## config.mk

```make
export PLATFORM = sky130hd
export DESIGN_NAME = dword_ops
export DESIGN_NICKNAME = d
export VERILOG_FILES = /design/src/hdl/dword_ops_pkg.sv /design/src/hdl/dword_ops.sv
export VERILOG_INCLUDE_DIRS = /design/src /design/src/hdl
export SDC_FILE = /design/constraint.sdc
export NUM_CORES = 1
export LEC_CHECK = 0
export ABC_AREA = 1
export BUFFER_PORTS_ARGS = -buffer_cell sky130_fd_sc_hd__buf_2
export CAP_MARGIN = 20
export CORE_MARGIN = 2
export CORE_UTILIZATION = 30
export CTS_CLUSTER_SIZE = 10
export DETAILED_ROUTE_END_ITERATION = 16
export GPL_TIMING_DRIVEN = 0
export PLACE_DENSITY = 0.51
export SYNTH_ARGS = -nofsm -noshare
export SYNTH_HDL_FRONTEND = slang
export SYNTH_SLANG_ARGS = --single-unit
```

## constraint.sdc

```tcl
create_clock -name aclk -period 4.1 [get_ports aclk]
set_input_delay 0.41 -clock aclk [delete_from_list [all_inputs] [get_ports aclk]]
set_output_delay 0.41 -clock aclk [all_outputs]
set_load 0.005 [all_outputs]
```

## src/hdl/dword_ops_cfg.svh

```systemverilog
// constants for the doubleword store, trap and buffer-flush decoder
// assumes instruction bit 0 is the msb (bit 31 of the word)
`ifndef DWORD_OPS_CFG_SVH
`define DWORD_OPS_CFG_SVH
// primary and extended opcodes
`define OPC_X        6'h1f
`define OPC_STDU     6'h3e
`define OPC_TDI      6'h02
`define SUB_STDU     2'h1
`define XO_STDCX     10'h0d6
`define XO_STDX      10'h095
`define XO_STDUX     10'h0b5
`define XO_STFIWX    10'h3d7
`define XO_TRAP_RR   10'h044
`define XO_TLBIA     10'h172
`define XO_TLBIEX    10'h152
`define XO_TLBSYNC   10'h236
// trap mask bit positions inside the 5-bit field
`define TO_LT        4
`define TO_GT        3
`define TO_EQ        2
`define TO_LTU       1
`define TO_GTU       0
// access sizes in bytes and alignment
`define BYTES_DW     4'h8
`define BYTES_W      4'h4
`define DW_ALIGN     3'h7
// register map, byte addresses
`define REG_CTRL     32'h0000_0000
`define REG_STATUS   32'h0000_0004
`define REG_ILLEGAL  32'h0000_0008
`define REG_TRAPS    32'h0000_000c
`define REG_STORES   32'h0000_0010
`define CTRL_WIDE    0
`define CTRL_RESET   1'h0
`define ST_SYNC      0
`define ST_WIDE      1
`define RESP_OKAY    2'h0
`define RESP_SLVERR  2'h2
`endif

```

## src/hdl/dword_ops_pkg.sv

```systemverilog
// types for the doubleword store, trap and buffer-flush decoder
// assumes nothing beyond the cfg header
package dword_ops_pkg;
	typedef enum logic [3:0] {
		op_none, op_stdcx, op_stdu, op_stdux, op_stdx, op_stfiwx,
		op_trap_rr, op_tdi, op_tlbia, op_tlbiex, op_tlbsync
	} op_t;
	typedef enum logic {sync_idle, sync_wait} sync_state_t;
endpackage

```

## src/hdl/dword_ops.sv

```systemverilog
// decoder and executor for doubleword stores, traps and buffer flushes
// assumes operands are read by the core on aclk; sync_ack comes from afar
`timescale 1ns/1ps
`include "dword_ops_cfg.svh"
`default_nettype none

module dword_ops (
	input  wire logic        aclk,
	input  wire logic        aresetn,
	input  wire logic        ce,
	input  wire logic        instr_valid,
	input  wire logic [31:0] instr,
	input  wire logic [63:0] base_gpr,
	input  wire logic [63:0] index_gpr,
	input  wire logic [63:0] source_gpr,
	input  wire logic [63:0] source_fpr,
	input  wire logic        reservation,
	input  wire logic        summary_overflow_flag,
	input  wire logic        supervisor,
	input  wire logic        sync_ack,
	output logic             instr_ready,
	output logic             done,
	output logic             store_valid,
	output logic [63:0]      store_addr,
	output logic [63:0]      store_data,
	output logic [3:0]       store_bytes,
	output logic             base_wb_valid,
	output logic [63:0]      base_wb_data,
	output logic             cond_field_valid,
	output logic [3:0]       first_condition_field,
	output logic             reserve_clear,
	output logic             trap_exc,
	output logic             illegal_exc,
	output logic             align_exc,
	output logic             priv_exc,
	output logic             sync_req,
	input  wire logic [31:0] s_axi_awaddr,
	input  wire logic        s_axi_awvalid,
	output logic             s_axi_awready,
	input  wire logic [31:0] s_axi_wdata,
	input  wire logic [3:0]  s_axi_wstrb,
	input  wire logic        s_axi_wvalid,
	output logic             s_axi_wready,
	output logic [1:0]       s_axi_bresp,
	output logic             s_axi_bvalid,
	input  wire logic        s_axi_bready,
	input  wire logic [31:0] s_axi_araddr,
	input  wire logic        s_axi_arvalid,
	output logic             s_axi_arready,
	output logic [31:0]      s_axi_rdata,
	output logic [1:0]       s_axi_rresp,
	output logic             s_axi_rvalid,
	input  wire logic        s_axi_rready
);

	// ****************************************
	// helpers
	// ****************************************

	// trap mask evaluation shared by both trap forms
	function automatic logic trap_hit(input logic [63:0] a, input logic [63:0] b,
			input logic [4:0] to);
		logic lt_s;
		logic gt_s;
		lt_s = $signed(a) < $signed(b);
		gt_s = $signed(a) > $signed(b);
		trap_hit = (to[`TO_LT] & lt_s) | (to[`TO_GT] & gt_s) | (to[`TO_EQ] & (a == b)) |
			(to[`TO_LTU] & (a < b)) | (to[`TO_GTU] & (a > b));
	endfunction

	// opcode decode of this group only
	function automatic dword_ops_pkg::op_t decode(input logic [31:0] w);
		decode = dword_ops_pkg::op_none;
		if (w[31:26] == `OPC_STDU && w[1:0] == `SUB_STDU) begin
			decode = dword_ops_pkg::op_stdu;
		end else if (w[31:26] == `OPC_TDI) begin
			decode = dword_ops_pkg::op_tdi;
		end else if (w[31:26] == `OPC_X) begin
			case (w[10:1])
				`XO_STDCX:   decode = w[0] ? dword_ops_pkg::op_stdcx : dword_ops_pkg::op_none;
				`XO_STDX:    decode = dword_ops_pkg::op_stdx;
				`XO_STDUX:   decode = dword_ops_pkg::op_stdux;
				`XO_STFIWX:  decode = dword_ops_pkg::op_stfiwx;
				`XO_TRAP_RR: decode = dword_ops_pkg::op_trap_rr;
				`XO_TLBIA:   decode = dword_ops_pkg::op_tlbia;
				`XO_TLBIEX:  decode = dword_ops_pkg::op_tlbiex;
				`XO_TLBSYNC: decode = dword_ops_pkg::op_tlbsync;
				default:     decode = dword_ops_pkg::op_none;
			endcase
		end
	endfunction

	// ****************************************
	// decode and address formation
	// ****************************************

	logic                      wide;
	logic                      sync_meta;
	logic                      sync_ack_s;
	logic                      ack_low_seen;
	logic                      sync_fin;
	dword_ops_pkg::sync_state_t sync_state;
	dword_ops_pkg::op_t        op;
	logic                      accept;
	logic                      is_dword;
	logic                      is_update;
	logic                      illegal;
	logic                      priv_bad;
	logic                      misalign;
	logic [63:0]               base_or_zero;
	logic [63:0]               ea_x;
	logic [63:0]               ea_d;
	logic [63:0]               imm_ext;
	logic [63:0]               fpr_addr;

	assign op = decode(instr);
	assign accept = ce & instr_valid & instr_ready;
	assign is_dword = op == dword_ops_pkg::op_stdcx || op == dword_ops_pkg::op_stdu ||
		op == dword_ops_pkg::op_stdux || op == dword_ops_pkg::op_stdx ||
		op == dword_ops_pkg::op_trap_rr || op == dword_ops_pkg::op_tdi;
	assign is_update = op == dword_ops_pkg::op_stdu || op == dword_ops_pkg::op_stdux;
	// flush ops trap to software emulation; update forms need a real base
	assign illegal = (is_dword & ~wide)
		| op == dword_ops_pkg::op_tlbia | op == dword_ops_pkg::op_tlbiex
		| (is_update & instr[20:16] == 5'h00);
	assign priv_bad = op == dword_ops_pkg::op_tlbsync & ~supervisor;
	assign base_or_zero = (instr[20:16] == 5'h00) ? 64'h0 : base_gpr;
	assign ea_x = base_or_zero + index_gpr;
	assign ea_d = base_gpr + {{48{instr[15]}}, instr[15:2], 2'h0};
	assign imm_ext = {{48{instr[15]}}, instr[15:0]};
	// narrow mode keeps only a 32-bit effective address
	assign fpr_addr = wide ? ea_x : {32'h0, ea_x[31:0]};
	assign misalign = (ea_x[2:0] & `DW_ALIGN) != 3'h0;
	// a sync finishes only on an ack that rose after its own request
	assign sync_fin = sync_state == dword_ops_pkg::sync_wait & sync_ack_s & ack_low_seen;

	// ****************************************
	// far acknowledge synchroniser
	// ****************************************

	// ack comes from other processors, so two flops before any use
	always_ff @(posedge aclk) begin
		if (!aresetn) begin
			sync_meta <= 1'b0;
			sync_ack_s <= 1'b0;
		end else if (ce) begin
			sync_meta <= sync_ack;
			sync_ack_s <= sync_meta;
		end
	end

	// flush-sync stall; the last sync's ack, still in the synchroniser, must fall first
	always_ff @(posedge aclk) begin
		if (!aresetn) begin
			sync_state <= dword_ops_pkg::sync_idle;
			sync_req <= 1'b0;
			instr_ready <= 1'b1;
			ack_low_seen <= 1'b0;
		end else if (ce) begin
			case (sync_state)
				dword_ops_pkg::sync_idle: begin
					if (accept && op == dword_ops_pkg::op_tlbsync && !priv_bad) begin
						sync_state <= dword_ops_pkg::sync_wait;
						sync_req <= 1'b1;
						instr_ready <= 1'b0;
						ack_low_seen <= 1'b0;
					end
				end
				dword_ops_pkg::sync_wait: begin
					if (sync_fin) begin
						sync_state <= dword_ops_pkg::sync_idle;
						sync_req <= 1'b0;
						instr_ready <= 1'b1;
					end else if (!sync_ack_s) begin
						ack_low_seen <= 1'b1;
					end
				end
				default: sync_state <= dword_ops_pkg::sync_idle;
			endcase
		end
	end

	// ****************************************
	// execution
	// ****************************************

	// one-cycle result pulses; exceptions suppress every other effect except done
	always_ff @(posedge aclk) begin
		if (!aresetn) begin
			done <= 1'b0;
			store_valid <= 1'b0;
			store_addr <= 64'h0;
			store_data <= 64'h0;
			store_bytes <= 4'h0;
			base_wb_valid <= 1'b0;
			base_wb_data <= 64'h0;
			cond_field_valid <= 1'b0;
			first_condition_field <= 4'h0;
			reserve_clear <= 1'b0;
			trap_exc <= 1'b0;
			illegal_exc <= 1'b0;
			align_exc <= 1'b0;
			priv_exc <= 1'b0;
		end else if (ce) begin
			done <= sync_fin;
			store_valid <= 1'b0;
			base_wb_valid <= 1'b0;
			cond_field_valid <= 1'b0;
			reserve_clear <= 1'b0;
			trap_exc <= 1'b0;
			illegal_exc <= 1'b0;
			align_exc <= 1'b0;
			priv_exc <= 1'b0;
			if (accept && op != dword_ops_pkg::op_none) begin
				done <= op != dword_ops_pkg::op_tlbsync || illegal || priv_bad;
				if (illegal) begin
					illegal_exc <= 1'b1;
				end else if (priv_bad) begin
					priv_exc <= 1'b1;
				end else begin
					case (op)
						dword_ops_pkg::op_stdcx: begin
							if (misalign) begin
								align_exc <= 1'b1;
							end else begin
								cond_field_valid <= 1'b1;
								first_condition_field <= {2'h0, reservation,
									summary_overflow_flag};
								store_valid <= reservation;
								reserve_clear <= reservation;
								store_addr <= ea_x;
								store_data <= source_gpr;
								store_bytes <= `BYTES_DW;
							end
						end
						dword_ops_pkg::op_stdu: begin
							store_valid <= 1'b1;
							store_addr <= ea_d;
							store_data <= source_gpr;
							store_bytes <= `BYTES_DW;
							base_wb_valid <= 1'b1;
							base_wb_data <= ea_d;
						end
						dword_ops_pkg::op_stdux: begin
							store_valid <= 1'b1;
							store_addr <= ea_x;
							store_data <= source_gpr;
							store_bytes <= `BYTES_DW;
							base_wb_valid <= 1'b1;
							base_wb_data <= ea_x;
						end
						dword_ops_pkg::op_stdx: begin
							store_valid <= 1'b1;
							store_addr <= ea_x;
							store_data <= source_gpr;
							store_bytes <= `BYTES_DW;
						end
						dword_ops_pkg::op_stfiwx: begin
							store_valid <= 1'b1;
							store_addr <= fpr_addr;
							store_data <= {32'h0, source_fpr[31:0]};
							store_bytes <= `BYTES_W;
						end
						dword_ops_pkg::op_trap_rr: begin
							trap_exc <= trap_hit(base_gpr, index_gpr, instr[25:21]);
						end
						dword_ops_pkg::op_tdi: begin
							trap_exc <= trap_hit(base_gpr, imm_ext, instr[25:21]);
						end
						default: begin
							// flush-sync completes from the stall machine
						end
					endcase
				end
			end
		end
	end

	// ****************************************
	// register slave
	// ****************************************

	logic [31:0] cnt_illegal;
	logic [31:0] cnt_traps;
	logic [31:0] cnt_stores;
	logic        aw_hs;
	logic        ar_hs;

	assign aw_hs = s_axi_awvalid & s_axi_awready & s_axi_wvalid & s_axi_wready;
	assign ar_hs = s_axi_arvalid & s_axi_arready;

	// event counters let software see the block's activity
	always_ff @(posedge aclk) begin
		if (!aresetn) begin
			cnt_illegal <= 32'h0;
			cnt_traps <= 32'h0;
			cnt_stores <= 32'h0;
		end else if (ce) begin
			cnt_illegal <= cnt_illegal + {31'h0, illegal_exc};
			cnt_traps <= cnt_traps + {31'h0, trap_exc};
			cnt_stores <= cnt_stores + {31'h0, store_valid};
		end
	end

	// write channel: both address and data taken together, one at a time
	always_ff @(posedge aclk) begin
		if (!aresetn) begin
			s_axi_awready <= 1'b0;
			s_axi_wready <= 1'b0;
			s_axi_bvalid <= 1'b0;
			s_axi_bresp <= `RESP_OKAY;
			wide <= `CTRL_RESET;
		end else if (ce) begin
			s_axi_awready <= 1'b0;
			s_axi_wready <= 1'b0;
			if (aw_hs) begin
				s_axi_bvalid <= 1'b1;
				s_axi_bresp <= `RESP_OKAY;
				if (s_axi_awaddr == `REG_CTRL) begin
					if (s_axi_wstrb[0]) begin
						wide <= s_axi_wdata[`CTRL_WIDE];
					end
				end else if (s_axi_awaddr == `REG_STATUS || s_axi_awaddr == `REG_ILLEGAL ||
						s_axi_awaddr == `REG_TRAPS || s_axi_awaddr == `REG_STORES) begin
					// read-only words ignore writes
					s_axi_bresp <= `RESP_OKAY;
				end else begin
					s_axi_bresp <= `RESP_SLVERR;
				end
			end else if (s_axi_bvalid && s_axi_bready) begin
				s_axi_bvalid <= 1'b0;
			end else if (!s_axi_bvalid && !s_axi_awready && s_axi_awvalid && s_axi_wvalid) begin
				s_axi_awready <= 1'b1;
				s_axi_wready <= 1'b1;
			end
		end
	end

	// read channel: ready pulse, then data one cycle later
	always_ff @(posedge aclk) begin
		if (!aresetn) begin
			s_axi_arready <= 1'b0;
			s_axi_rvalid <= 1'b0;
			s_axi_rdata <= 32'h0;
			s_axi_rresp <= `RESP_OKAY;
		end else if (ce) begin
			s_axi_arready <= 1'b0;
			if (ar_hs) begin
				s_axi_rvalid <= 1'b1;
				s_axi_rresp <= `RESP_OKAY;
				s_axi_rdata <= 32'h0;
				if (s_axi_araddr == `REG_CTRL) begin
					s_axi_rdata[`CTRL_WIDE] <= wide;
				end else if (s_axi_araddr == `REG_STATUS) begin
					s_axi_rdata[`ST_SYNC] <= sync_state == dword_ops_pkg::sync_wait;
					s_axi_rdata[`ST_WIDE] <= wide;
				end else if (s_axi_araddr == `REG_ILLEGAL) begin
					s_axi_rdata <= cnt_illegal;
				end else if (s_axi_araddr == `REG_TRAPS) begin
					s_axi_rdata <= cnt_traps;
				end else if (s_axi_araddr == `REG_STORES) begin
					s_axi_rdata <= cnt_stores;
				end else begin
					s_axi_rresp <= `RESP_SLVERR;
				end
			end else if (s_axi_rvalid && s_axi_rready) begin
				s_axi_rvalid <= 1'b0;
			end else if (!s_axi_rvalid && !s_axi_arready && s_axi_arvalid) begin
				s_axi_arready <= 1'b1;
			end
		end
	end

	logic ok;
	assign ok = accept & ~illegal & ~priv_bad;
endmodule

`default_nettype wire

```

==> results.sh <==
export IMPL_regArea_sq_um=6930
export IMPL_drc=0
export IMPL_postCtsHoldBufs=0
export IMPL_hpwl_mm=136
export IMPL_port_buffers=578
export IMPL_finalCritPeriodShare_pct=96.0
export IMPL_end_kind="register"
export IMPL_synth_ff_type="dfxtp_1"
export IMPL_synth_cell_types=59
export IMPL_root_buffer="clkbuf_16"
export IMPL_multi_input_area_sq_um=20000
export IMPL_ant_nets=0
export IMPL_setup_viol=0
export IMPL_grt_overflow=0
export IMPL_worst_pin_slew_ns=1.14
export IMPL_finish_utilization_pct=36.3
export IMPL_rsz0062_at_grt="no"
export IMPL_yosysWarnings=0
export IMPL_leakage_nw=17.1
export IMPL_syn_to_final_growth_pct=19.5
export IMPL_ys_ff_latch=346
export IMPL_path_class="in2reg"
export IMPL_wl_per_cell_um=22.5
export IMPL_drt_iter0_markers=3037
export IMPL_status="complete, no violations"
export IMPL_clock_path_buffers=3
export IMPL_mappedNetlistArea_sq_um=30000
export IMPL_die_area_sq_um=102000
export IMPL_h_tree_depth=2
export IMPL_fmax_mhz=254
export IMPL_n_fill_cell=11200
export IMPL_cp_max_fo=10
export IMPL_synth_edf_count=0
export IMPL_initial_core_util_pct=30.4
export IMPL_slew_headroom_pct=23.0
export IMPL_firstDrtPassIters=6
export IMPL_place_congestion=1.03
export IMPL_cp_required_ns=4.56
export IMPL_vias=35900
export IMPL_antenna_found_initial=8
export IMPL_clk_pin_slew_ns=0.06
export IMPL_clk_latency_ns=0.58
export IMPL_min_period_ns=3.94
export IMPL_syn_avg_cell_area_sq_um=5.95
export IMPL_drive_above_1_share_pct=12.9
export IMPL_cts_tree="built"
export IMPL_pin_count=653
export IMPL_synthCells=5043
export IMPL_finalMaxSlewViolations=0
export IMPL_grt_max_degree=50
export IMPL_dp_cells=6914
export IMPL_clock_skew_final_ns=0.0369
export IMPL_synth_seq_area_share_pct=23.1
export IMPL_via_per_inst=5.14
export IMPL_p_per_area_nw_per_um2=274
export IMPL_grt_use_total_pct=29.3
export IMPL_fin_nets=6333
export IMPL_clock_sinks=346
export IMPL_first_global_vias=33400
export IMPL_numCtsBuffers=41
export IMPL_worst_ep_arrival_time_ns=4.39
export IMPL_row_count=115
export IMPL_grt_pass1_wl_mm=222
export IMPL_ir_drop_mv=0.253
export IMPL_postRouteWirelength_mm=157
export IMPL_holdCritPathClass="in2reg"
export IMPL_die_y_um=320
export IMPL_die_w_um=320
export IMPL_worst_setup_path_start_kind="input pin"
export IMPL_core_area_sq_um=98700
export IMPL_hold_viol=0
export IMPL_fin_cells=6971
export IMPL_drv_cap=0
export IMPL_async_reset_ff_share_pct=0
export IMPL_total_power_mw=9.80
==> per-stage QoR <==
step	cell area (sq um)	setup TNS [ns]	setup WS (ns)	hold WS, ns
floorplan	30000	0	0.868	0.438
global placement	34500	-128.95	-1.49	0.445
detailed placement	34500	-78.95	-0.933	0.452
CTS	35700	-0.0212	-0.0212	0.0780
global route	35800	0	0.00492	0.0927
finish	35800	0	0.163	0.103
==> cell families after synthesis <==
family,Yosys count,synth area share (%)
xor+xnor,86,2.51
buf+inv,816,10.6
flops,346,23.1
other cells,1,0.0125
compound gates,954,17.2
fa+ha+maj,260,10.9
simple gates,2580,35.7
==> registers in the layout (all words and copies together), names as in the netlist, 2 cells and up <==
signal / count
base_wb_data: 64
store_addr: 64
store_data: 64
cnt_illegal: 32
cnt_stores: 32
cnt_traps: 32
s_axi_rdata: 32
first_condition_field: 2
store_bytes: 2
==> synthesized netlist by cell type, types with 24 or more instances <==
| cell | number | area share (%) |
|---|---|---|
| a21oi_1 | 427 | 7.1 |
| buf_2 | 28 | 0.47 |
| clkbuf_1 | 91 | 1.1 |
| dfxtp_1 | 346 | 23 |
| ha_1 | 258 | 11 |
| inv_1 | 656 | 8.2 |
| nand2_1 | 1264 | 16 |
| nand3_1 | 233 | 3.9 |
| nand3b_1 | 44 | 1.1 |
| nand4_1 | 65 | 1.4 |
| nor2_1 | 787 | 9.9 |
| nor3_1 | 121 | 2.0 |
| nor4_1 | 32 | 0.67 |
| o21ai_0 | 308 | 5.1 |
| o21ai_1 | 75 | 1.3 |
| o21bai_1 | 24 | 0.60 |
| xor2_1 | 68 | 2.0 |
==> path summary, 6_finish.rpt <==
| path | startpoint | cells past startpoint | slack, ns | end |
|---|---|---|---|---|
| max | instr[19] | 23 | 0.16 | store_addr[56]$_SDFFE_PN0P_ |
| min | summary_overflow_flag | 3 | 0.10 | first_condition_field[0]$_SDFFE_PN0P_ |
| max reg2reg | trap_exc$_SDFFE_PN0P_ | 13 | 0.79 | cnt_traps[24]$_SDFFE_PN0P_ |
| min reg2reg | base_wb_data[30]$_SDFFE_PN0P_ | 2 | 0.46 | base_wb_data[30]$_SDFFE_PN0P_ |
==> area by class of cell <==
class	count	share of cell area [%]
Multi-Input combinational cell	3886	55.9
Sequential cell	346	19.3
Timing Repair Buffer	581	8.17
Inverter	671	7.05
Tap cell	1287	4.50
Clock buffer	51	3.08
Buffer	145	1.88
Clock inverter	3	0.122
Antenna cell	1	0.00699
==> timing repair <==
action	4_1_cts	5_1_grt
setup endpoints to repair	38	142
gates resized for setup	11	14
buffers inserted	0	1
pin swaps	0	1
==> per-layer routing <==
metal	global-route usage [%]	up-vias	wire length, um
met4	8.45	14	4940
met2	49.3	1259	71900
met1	38.2	16800	68900
met3	4.88	204	10800
met5	0	-	99
li1	-	17600	-
==> cell usage in the layout (no fill, tap or decap), types with 6 or more instances in the layout <==
| master | count |
|---|---|
| o211ai_1 | 8 |
| inv_2 | 12 |
| a21oi_1 | 424 |
| xnor2_1 | 16 |
| o21ai_0 | 308 |
| buf_4 | 21 |
| a31oi_1 | 15 |
| o21bai_1 | 22 |
| nand3_1 | 231 |
| buf_2 | 605 |
| xor2_1 | 62 |
| o21a_1 | 21 |
| ha_1 | 258 |
| a221oi_1 | 7 |
| nand4_1 | 65 |
| nand3b_1 | 44 |
| clkbuf_16 | 42 |
| nor3_1 | 121 |
| inv_1 | 655 |
| o21ai_1 | 75 |
| nor4_1 | 32 |
| clkbuf_1 | 98 |
| dfxtp_1 | 346 |
| o221ai_1 | 8 |
| o22ai_1 | 21 |
| conb_1 | 6 |
| nor2_1 | 787 |
| nand2_1 | 1264 |
| a21o_1 | 14 |
| nor2_2 | 6 |
==> where the power goes <==
part / total [mW] / internal, mW / switching (mW) / leakage (nW)
sequential: 3.38 / 3.37 / 0.00742 / 2.79
combinational: 3.06 / 0.887 / 2.17 / 13.8
clock: 3.36 / 1.88 / 1.48 / 0.560
==> worst max-delay path: stages <==
cell and delay, ns:
buf_2 0.09, nor3_1 0.18, and2_4 0.25, inv_4 0.13, nand2_1 0.09, inv_1 0.04
ha_1 0.31, fa_1 0.49, nand3_1 0.11, nand2_1 0.09, nand2_1 0.07, nand2_1 0.19
nand2_1 0.12, nand2_1 0.20, nand3b_1 0.16, o211ai_1 0.18, buf_4 0.21, nand2_1 0.06
nand2_1 0.11, xnor2_1 0.43, o21ai_0 0.25, nor2_1 0.14, nor2_1 0.05
Note: power is estimated with default switching activity, not from simulation.
